--- src/include/rtt_pkg.sv ---
// Constants, register map and length decode for the rate trim block
package rtt_pkg;

  // Clock and oscillator
  localparam int unsigned RTT_CLK_PERIOD_NS  = 32'h0000_0014;
  localparam int unsigned RTT_NS_PER_US      = 32'h0000_03E8;
  localparam int unsigned RTT_OSC_HZ         = 32'h0000_8000;

  // Oscillator halt timeout, microseconds, and its clock count
  localparam int unsigned RTT_HALT_TIMEOUT_US = 32'h0000_0064;
  localparam int unsigned RTT_HALT_CYCLES     =
    (RTT_HALT_TIMEOUT_US * RTT_NS_PER_US) / RTT_CLK_PERIOD_NS;

  // Timebase
  localparam logic [15:0] RTT_SEC_LEN_BASE   = 16'(RTT_OSC_HZ);
  localparam logic [4:0]  RTT_WINDOW_LAST    = 5'h13;
  localparam logic [4:0]  RTT_WINDOW_FIRST   = 5'h00;

  // Register offsets
  localparam logic [7:0]  RTT_ADDR_TRIM      = 8'h00;
  localparam logic [7:0]  RTT_ADDR_STATUS    = 8'h04;
  localparam logic [7:0]  RTT_ADDR_SECONDS   = 8'h08;

  // Field layout
  localparam int unsigned RTT_TRIM_W         = 32'h0000_0007;
  localparam int unsigned RTT_STAT_HALT_BIT  = 32'h0000_0000;
  localparam int unsigned RTT_STAT_IDX_LSB   = 32'h0000_0008;

  // Reset values
  localparam logic [6:0]  RTT_TRIM_RST       = 7'h00;
  localparam logic        RTT_HALT_RST       = 1'b1;

  // Special codes
  localparam logic [6:0]  RTT_CODE_PLUS1     = 7'h01;
  localparam logic [6:0]  RTT_CODE_MINUS63   = 7'h41;

  // Oscillator cycles per second for a given trim code
  function automatic logic [15:0] rtt_trim_len_f(input logic [6:0] code);
    logic [5:0]  mag;
    logic [15:0] delta;
    mag = 6'h00;
    if (code[5:0] == 6'h00 || code == RTT_CODE_PLUS1 || code == RTT_CODE_MINUS63) begin
      mag = 6'h00;
    end else if (!code[6]) begin
      mag = 6'(code[5:0] - 6'h01);
    end else begin
      mag = 6'(7'h00 - code);
    end
    delta = {9'h000, mag, 1'b0};
    if (!code[6]) begin
      return 16'(RTT_SEC_LEN_BASE + delta);
    end
    return 16'(RTT_SEC_LEN_BASE - delta);
  endfunction

endpackage

--- src/include/rtt_tick_if.sv ---
// Link between the trim control and the second generator
`timescale 1ns/1ns
interface rtt_tick_if #(
  parameter int W = 16
);
  logic         osc_edge;
  logic         restart;
  logic [W-1:0] sec_len;
  logic         sec_tick;

  modport ctrl (output osc_edge, output restart, output sec_len, input sec_tick);
  modport gen  (input osc_edge, input restart, input sec_len, output sec_tick);
endinterface

--- src/verilog/rtt_rate_trim.sv ---
// Rate trim of the one-second timebase from the crystal oscillator
// How it works
// - One second out of every twenty-second window has its length in oscillator cycles changed.
// - A code whose six low bits are zero gives no change, whatever the sign bit.
// - Signed values 0, +1, -64 and -63 leave every second at its plain length.
// - Codes 2 to 63 lengthen the corrected second by two cycles per step to slow a fast clock.
// - Codes 127 down to 66 shorten the corrected second by two cycles per step for a slow clock.
// - The raw clock output follows the oscillator, untouched by the trim.
// - The raw clock output runs only while the gate pin is high.
// - Setting the halt flag, at reset or on a stopped oscillator, clears the trim code.
`timescale 1ns/1ns
module rtt_rate_trim
  import rtt_pkg::*;
#(
  parameter int          CNT_W       = 16,
  parameter int          WD_W        = 16,
  parameter int unsigned HALT_CYCLES = RTT_HALT_CYCLES
) (
  // Clock, reset, enable
  input  wire logic        clk,
  input  wire logic        rst,
  input  wire logic        ce,
  // Register port
  input  wire logic [7:0]  reg_addr,
  input  wire logic [31:0] reg_wdata,
  input  wire logic        reg_wr,
  input  wire logic        reg_rd,
  output logic      [31:0] reg_rdata,
  // Oscillator and clock output pins
  input  wire logic        osc_clk_in,
  input  wire logic        clock_out_gate_pin,
  output logic             raw_clock_out_pin,
  // Timebase and status
  output logic             sec_tick_out,
  output logic             osc_halt_flag
);

  // Synchronisers
  logic osc_s1;
  logic osc_s2;
  logic osc_s3;
  logic gate_s1;
  logic gate_s2;
  logic osc_edge;

  // Halt detection
  logic [WD_W-1:0] wd_reg;
  logic            halt_set;

  // Trim state
  logic [6:0]       trim_code_reg;
  logic [6:0]       trim_snap_reg;
  logic [4:0]       idx_reg;
  logic [CNT_W-1:0] sec_len_reg;
  logic [31:0]      seconds_reg;
  logic             tick;

  // Bus decode
  logic wr_trim;
  logic wr_status;

  rtt_tick_if #(.W(CNT_W)) tick_bus ();

  rtt_sec_gen #(.W(CNT_W)) u_sec_gen (
    .clk (clk),
    .rst (rst),
    .ce  (ce),
    .tb  (tick_bus)
  );

  assign tick_bus.osc_edge = osc_edge;
  assign tick_bus.restart  = halt_set;
  assign tick_bus.sec_len  = sec_len_reg;
  assign tick              = tick_bus.sec_tick;

  assign wr_trim   = reg_wr && reg_addr == RTT_ADDR_TRIM;
  assign wr_status = reg_wr && reg_addr == RTT_ADDR_STATUS;

  // Pin synchronisers
  always_ff @(posedge clk or posedge rst) begin
    if (rst) begin
      osc_s1  <= 1'b0;
      osc_s2  <= 1'b0;
      osc_s3  <= 1'b0;
      gate_s1 <= 1'b0;
      gate_s2 <= 1'b0;
    end else if (ce) begin
      osc_s1  <= osc_clk_in;
      osc_s2  <= osc_s1;
      osc_s3  <= osc_s2;
      gate_s1 <= clock_out_gate_pin;
      gate_s2 <= gate_s1;
    end
  end

  assign osc_edge = osc_s2 & ~osc_s3;

  // Raw clock output, gated only by the pin
  always_ff @(posedge clk or posedge rst) begin
    if (rst) begin
      raw_clock_out_pin <= 1'b0;
    end else if (ce) begin
      raw_clock_out_pin <= osc_s2 & gate_s2;
    end
  end

  // Oscillator watchdog
  always_ff @(posedge clk or posedge rst) begin
    if (rst) begin
      wd_reg <= '0;
    end else if (ce) begin
      if (osc_edge) begin
        wd_reg <= '0;
      end else if (!halt_set) begin
        wd_reg <= WD_W'(wd_reg + WD_W'(1));
      end
    end
  end

  assign halt_set = (wd_reg == WD_W'(HALT_CYCLES - 1)) && !osc_edge;

  // Halt flag, set wins over clear
  always_ff @(posedge clk or posedge rst) begin
    if (rst) begin
      osc_halt_flag <= RTT_HALT_RST;
    end else if (ce) begin
      if (halt_set) begin
        osc_halt_flag <= 1'b1;
      end else if (wr_status && !reg_wdata[RTT_STAT_HALT_BIT]) begin
        osc_halt_flag <= 1'b0;
      end
    end
  end

  // Trim code register
  always_ff @(posedge clk or posedge rst) begin
    if (rst) begin
      trim_code_reg <= RTT_TRIM_RST;
    end else if (ce) begin
      if (halt_set) begin
        trim_code_reg <= RTT_TRIM_RST;
      end else if (wr_trim) begin
        trim_code_reg <= reg_wdata[RTT_TRIM_W-1:0];
      end
    end
  end

  // Window position and code snapshot per window
  always_ff @(posedge clk or posedge rst) begin
    if (rst) begin
      idx_reg       <= RTT_WINDOW_FIRST;
      trim_snap_reg <= RTT_TRIM_RST;
    end else if (ce) begin
      if (halt_set) begin
        idx_reg       <= RTT_WINDOW_FIRST;
        trim_snap_reg <= RTT_TRIM_RST;
      end else if (tick) begin
        if (idx_reg == RTT_WINDOW_LAST) begin
          idx_reg       <= RTT_WINDOW_FIRST;
          trim_snap_reg <= trim_code_reg;
        end else begin
          idx_reg <= 5'(idx_reg + 5'h01);
        end
      end
    end
  end

  // Length of the running second
  always_ff @(posedge clk or posedge rst) begin
    if (rst) begin
      sec_len_reg <= CNT_W'(RTT_SEC_LEN_BASE);
    end else if (ce) begin
      if (idx_reg == RTT_WINDOW_FIRST) begin
        sec_len_reg <= CNT_W'(rtt_trim_len_f(trim_snap_reg));
      end else begin
        sec_len_reg <= CNT_W'(RTT_SEC_LEN_BASE);
      end
    end
  end

  // Seconds count and tick output
  always_ff @(posedge clk or posedge rst) begin
    if (rst) begin
      seconds_reg  <= 32'h0000_0000;
      sec_tick_out <= 1'b0;
    end else if (ce) begin
      sec_tick_out <= tick;
      if (tick) begin
        seconds_reg <= 32'(seconds_reg + 32'h0000_0001);
      end
    end
  end

  // Read data, one cycle after the strobe
  always_ff @(posedge clk or posedge rst) begin
    if (rst) begin
      reg_rdata <= 32'h0000_0000;
    end else if (ce) begin
      reg_rdata <= 32'h0000_0000;
      if (reg_rd) begin
        case (reg_addr)
          RTT_ADDR_TRIM: begin
            reg_rdata <= {25'h000_0000, trim_code_reg};
          end
          RTT_ADDR_STATUS: begin
            reg_rdata[RTT_STAT_HALT_BIT] <= osc_halt_flag;
            reg_rdata[RTT_STAT_IDX_LSB +: 5] <= idx_reg;
          end
          RTT_ADDR_SECONDS: begin
            reg_rdata <= seconds_reg;
          end
          default: begin
            reg_rdata <= 32'h0000_0000;
          end
        endcase
      end
    end
  end
endmodule // rtt_rate_trim

--- src/verilog/rtt_sec_gen.sv ---
// Counts oscillator edges into seconds of programmable length
`timescale 1ns/1ns
module rtt_sec_gen #(
  parameter int W = 16
) (
  // Clock, reset and enable
  input  wire logic clk,
  input  wire logic rst,
  input  wire logic ce,
  // Control link
  rtt_tick_if.gen   tb
);

  logic [W-1:0] cnt_reg;
  logic         tick_reg;

  // Edge counter
  always_ff @(posedge clk or posedge rst) begin
    if (rst) begin
      cnt_reg  <= '0;
      tick_reg <= 1'b0;
    end else if (ce) begin
      tick_reg <= 1'b0;
      if (tb.restart) begin
        cnt_reg <= '0;
      end else if (tb.osc_edge) begin
        if (cnt_reg == W'(tb.sec_len - W'(1))) begin
          cnt_reg  <= '0;
          tick_reg <= 1'b1;
        end else begin
          cnt_reg <= W'(cnt_reg + W'(1));
        end
      end
    end
  end

  assign tb.sec_tick = tick_reg;

endmodule // rtt_sec_gen
--- config.mk ---
export PLATFORM = sky130hd
export DESIGN_NAME = rtt_rate_trim
export DESIGN_NICKNAME = d
export VERILOG_FILES = /design/src/include/rtt_pkg.sv /design/src/include/rtt_tick_if.sv /design/src/verilog/rtt_rate_trim.sv /design/src/verilog/rtt_sec_gen.sv
export SDC_FILE = /design/constraint.sdc
export NUM_CORES = 1
export LEC_CHECK = 0
export ABC_CLOCK_PERIOD_IN_PS = 10650
export BUFFER_PORTS_ARGS = -buffer_cell sky130_fd_sc_hd__buf_2
export CORE_MARGIN = 2
export CORE_UTILIZATION = 38
export DETAILED_ROUTE_END_ITERATION = 10
export SLEW_MARGIN = 30
export SYNTH_ARGS = -nofsm -noshare
export SYNTH_HDL_FRONTEND = slang
export SYNTH_SLANG_ARGS = --single-unit
--- constraint.sdc ---
create_clock -name clk -period 10.65 [get_ports clk]
set_clock_uncertainty 0.05 [all_clocks]
set_input_delay 1.065 -clock clk [delete_from_list [all_inputs] [get_ports clk]]
set_output_delay 1.065 -clock clk [all_outputs]
set_load 0.02 [all_outputs]
# After elaboration in Yosys (flattened, before gate mapping)
# Index checks and enable logic that the tools add are counted.
# totals
ff_bits,140
input_bits,47
out_inout_bits,35
elab_cells,93
# op_classes
n_addsub,9
n_eq_ne,8
n_mux,33
bitwise_logic,3
reduce_logical,23
# ops
cell,n
two-way mux 16 bit,8
two-way mux 7 bit,5
adder 16 x 1 -> 16 bit (second input constant),2
adder 32 x 1 -> 32 bit (second input constant),1
two-way mux 32 bit,1
two-way mux 6 bit,4
two-way mux 19 bit,1
adder 16 x 7 -> 16 bit (first input constant),1
== test 16 x 13 -> 1 bit (second input constant),1
== test 16 bit,1
subtractor 16 x 1 -> 16 bit (second input constant),1
subtractor 16 x 7 -> 16 bit (first input constant),1
two-way mux 5 bit,3
one-hot mux 7 bit (2 select lines),1
AND reduction 2 bit,6
one-hot mux 5 bit (2 select lines),1
nonzero test 2 bit,5
== test 8 x 3 -> 1 bit (second input constant),1
== test 8 x 4 -> 1 bit (second input constant),1
zero test 8 bit,1
two-way mux 1 bit,8
== test 7 x 1 -> 1 bit (second input constant),1
== test 7 bit (second input constant),1
zero test 6 bit,1
other kinds (13),19

# Longest topological paths before layout
# depth
word_depth,10
mapped_depth,11
mapped_depth_nobuf,10

# Cells and area by module
# Synthesis repeated with hierarchy kept, for this count alone.
# hier_totals
hier_cells,670
area_unflattened_um2,7048.0
# by_module_without_submodules
module,n_inst,cells_per_inst,area_each_um2,seq_area_each_um2
rtt_rate_trim,1,494,5500.3,2980.4
rtt_sec_gen,1,176,1547.7,425.4

# Least setup slack after synthesis
# OpenSTA, ideal clock, no wires.
# synth_timing
path_kind,input to register
start,input port ce
end,register seconds_reg[29]
setup_time_ns,0.123
arrival_time_ns,2.500
required_time_ns,10.477
path_slack_ns,7.978
stages,7
path_buffers,1
cell_sequence,and2_1 -> clkbuf_1 -> nand4_1 -> nor3_1 -> and4_1 -> nand3_1 -> xnor2_1
# synth_between
elab_chain_cells,1
# synth_rtl
item,line,source
"start, declared",rtt_rate_trim.sv:22,"input wire logic ce,"
AND reduction 2 bit (no source line),-,
"end signal, assigned",rtt_rate_trim.sv:189,seconds_reg <= 32'(seconds_reg + 32'h0000_0001);
"end, declared",rtt_rate_trim.sv:55,logic [31:0] seconds_reg;
# Every way passes these cells.
# A chain may end at the register's enable or synchronous reset.

# Worst setup path in the final report
# layout_timing
start,input port ce
end,register seconds_reg[31]
# Same word-level chain as after synthesis.

==> results by group <==
Power and ir drop
  • Power, Total: 0.00121 W
  • Leakage power: 3.63 nW
  • Largest vdd supply drop: 0.110 mV
  • Total power per unit cell area: 150 mW/mm²

Clocking
  • Maximum level of the CTS H-tree: 4
  • Number of setup buffers added after CTS: 0
  • CTS tree: yes
  • Clock-pin transition on the worst setup and hold timing paths: 0.06 ns
  • CTS Hold Bufs: 0
  • Deepest clock path buffer count: 2
  • Number of buffers created by CTS: 17
  • Later-pin clock latency in the skew report: 0.42 ns
  • Clk root buf: sky130_fd_sc_hd__clkbuf_16
  • Post-cts gate resize count: 0
  • Number of sinks driven by the clock tree: 136

Layout
  • Number of filler instances in the final layout: 1,748
  • Fraction of layout instances using a drive strength above 1: 13.8%
  • Total area of sequential cells: 0.00341 mm²
  • Number of nets in the final layout: 844
  • Cell Count, Final, Fillers Out: 1,027
  • Number of diodes: 0
  • Area added between synthesis and finish: 14.9%
  • Footprint of the multi-input gates: 0.00325 mm²

STA
  • Crit path time final: 3.44 ns
  • Max Transition Viols Final: 0
  • Total Negative Setup Slacks: 0 ns
  • Unrepaired setup endpoints after global routing: false
  • Final setup viols: 0
  • Worst slew margin relative to its limit: 41.5%
  • Final clock period utilization by the worst path: 32.3%
  • Worst slew pin tran: 0.875 ns
  • Highest clock frequency the design can meet: 291 MHz
  • Hold Vio Cnt, Final: 0

Logic synthesis
  • Synth unique cells: 62
  • Post-Synthesis Net Count: 798
  • Top post-synthesis cells by count: sky130_fd_sc_hd__dfrtp_1, sky130_fd_sc_hd__nand2_1, sky130_fd_sc_hd__inv_1
  • Syn avg cell area: 9.46 µm²
  • Library cell occupying the most area in the post-synthesis netlist: sky130_fd_sc_hd__dfrtp_1
  • Number of synthesized register bits: 136
  • EDFF count, synth: 0
  • Most instantiated library cell after synthesis: sky130_fd_sc_hd__dfrtp_1
  • Area share of the largest cell type after synthesis: 47.8%
  • Top cells by area in the synthesized netlist: sky130_fd_sc_hd__dfrtp_1, sky130_fd_sc_hd__nand2_1, sky130_fd_sc_hd__xnor2_1
  • Sequential-to-total area share from yosys stat: 48.6%
  • Main flop type after synthesis: sky130_fd_sc_hd__dfrtp_1
  • Number of warning messages in the yosys log: 0
  • Mapped Area: 0.00701 mm²
  • Cells after synthesis: 741
  • Share of synthesized registers carrying an async set or reset: 100%

GRT
  • Maximum number of pins on one net before global-route repair: 79
  • Antenna violations before repair: 0
  • Grt total ovfl: 0
  • Wire length of the first global-routing pass: 26.3 mm
  • Total global routing track utilization: 16.6%
  • Via count of the first global-routing pass: 5,081

Die
  • Starting density of the core: 38.9%
  • Die Area: 0.0196 mm²
  • Std cell rows: 49
  • Die W: 140 µm
  • Die Span Y: 140 µm
  • # IOs: 82
  • Core Region: 0.0180 mm²

Worst setup path
  • CP Class: primary input to flop
  • Crit path DAT: 3.70 ns
  • Worst-path fanout max: 75
  • Kind of capture point of the worst setup path: flop
  • Required time of the critical path: 10.91 ns
  • Crit start category: primary input

Run
  • Max-cap violations: 0

Placed design
  • Final weighted congestion in routability-driven placement: 0.845
  • Port Buf Inserts: 56
  • DPL Wire Length: 10.7 mm
  • Number of cells after detailed placement: 997

Drt
  • Final wirelength: 15.5 mm
  • Mean routed wirelength per cell: 15.1 µm
  • Number of DRC markers after the initial detailed-route iteration: 352
  • First-pass iteration count of the detailed router: 4
  • Antenna-violating nets left: 0
  • Average vias per placed instance: 5.18
  • Number of design rule violations left after detail routing: 0
  • Vias post-DR: 5,321

Hold path
  • Min-delay worst type: flop to flop

Run status
  • Run status: completed
[worst paths after layout]
check | slack, ns | start | cells past startpoint | endpoint
min | 0.43 | seconds_reg[31] | 1 | seconds_reg[31]
max in group asynchronous | 8.59 | rst | 3 | reg_rdata[12]
max | 7.21 | ce | 8 | seconds_reg[31]
max reg2reg | 7.60 | sec_len_reg[1] | 9 | u_sec_gen.cnt_reg[7]
min in group asynchronous | 0.71 | rst | 2 | reg_rdata[31]
min reg2reg | 0.43 | seconds_reg[31] | 1 | seconds_reg[31]
[metrics by stage]
stage          hold slack (ns)  cell area (µm²)  worst slack (ns)  utilization [%]
5_1_grt                  0.441             8060              6.92             44.7
6_report                 0.428             8060              7.21             44.7
4_1_cts                  0.432             8060              7.15             44.7
2_1_floorplan            0.395             7010              5.90                -
3_3_place_gp             0.414             7470              6.71             41.5
3_5_place_dp             0.417             7470              6.73             41.5
[layout by cell type, fill, tap and decap left out, types with 7 or more instances in the layout]
master / instances
sky130_fd_sc_hd__mux2i_1: 12
sky130_fd_sc_hd__ha_1: 10
sky130_fd_sc_hd__o21ai_0: 47
sky130_fd_sc_hd__and3_1: 15
sky130_fd_sc_hd__xnor2_1: 39
sky130_fd_sc_hd__a22o_1: 13
sky130_fd_sc_hd__dfrtp_1: 134
sky130_fd_sc_hd__nor3_1: 15
sky130_fd_sc_hd__nor2_1: 46
sky130_fd_sc_hd__nand4_1: 16
sky130_fd_sc_hd__nand3_1: 40
sky130_fd_sc_hd__nor4_1: 7
sky130_fd_sc_hd__nand2_1: 93
sky130_fd_sc_hd__xor2_1: 31
sky130_fd_sc_hd__inv_1: 59
sky130_fd_sc_hd__o22ai_1: 18
sky130_fd_sc_hd__buf_2: 56
sky130_fd_sc_hd__or3_1: 8
sky130_fd_sc_hd__mux2_2: 7
sky130_fd_sc_hd__clkbuf_16: 17
sky130_fd_sc_hd__a21oi_1: 16
[per-layer routing]
metal / track usage [%] / wire length (µm)
met1: 24.0 / 7750
met2: 24.8 / 7020
met4: 5.89 / 261
met5: 0 / 0
met3: 3.41 / 442
[report_power, final]
group / total, W / internal [W] / switching, W
logic: 0.0000707 / 0.0000278 / 0.0000429
clock network: 0.000584 / 0.000366 / 0.000218
registers: 0.000555 / 0.000533 / 0.0000222
[cell families after synthesis]
group / after synthesis / share of synthesized area [%]
compound gates: 130 / 12.1
xor+xnor: 71 / 9.08
fa+ha+maj: 10 / 1.78
buf+inv: 92 / 5.17
flops: 136 / 48.6
mux: 19 / 2.84
simple gates: 283 / 20.5
[cell type report]
class	instances	area share, %
Sequential cell	136	42.3
Timing Repair Buffer	59	3.76
Tap cell	229	3.56
Multi-Input combinational cell	513	40.4
Clock buffer	23	6.05
Clock inverter	7	1.16
Inverter	60	2.86
[worst max-delay path, stage by stage]
cell and delay, ns:
sky130_fd_sc_hd__buf_2 0.07, sky130_fd_sc_hd__buf_4 0.59, sky130_fd_sc_hd__and2_1 0.37, sky130_fd_sc_hd__nand4_1 0.31
sky130_fd_sc_hd__nor3_1 0.66, sky130_fd_sc_hd__and4_1 0.36, sky130_fd_sc_hd__nand3_1 0.11, sky130_fd_sc_hd__xnor2_1 0.13
Power figures use the tool's default switching activity.
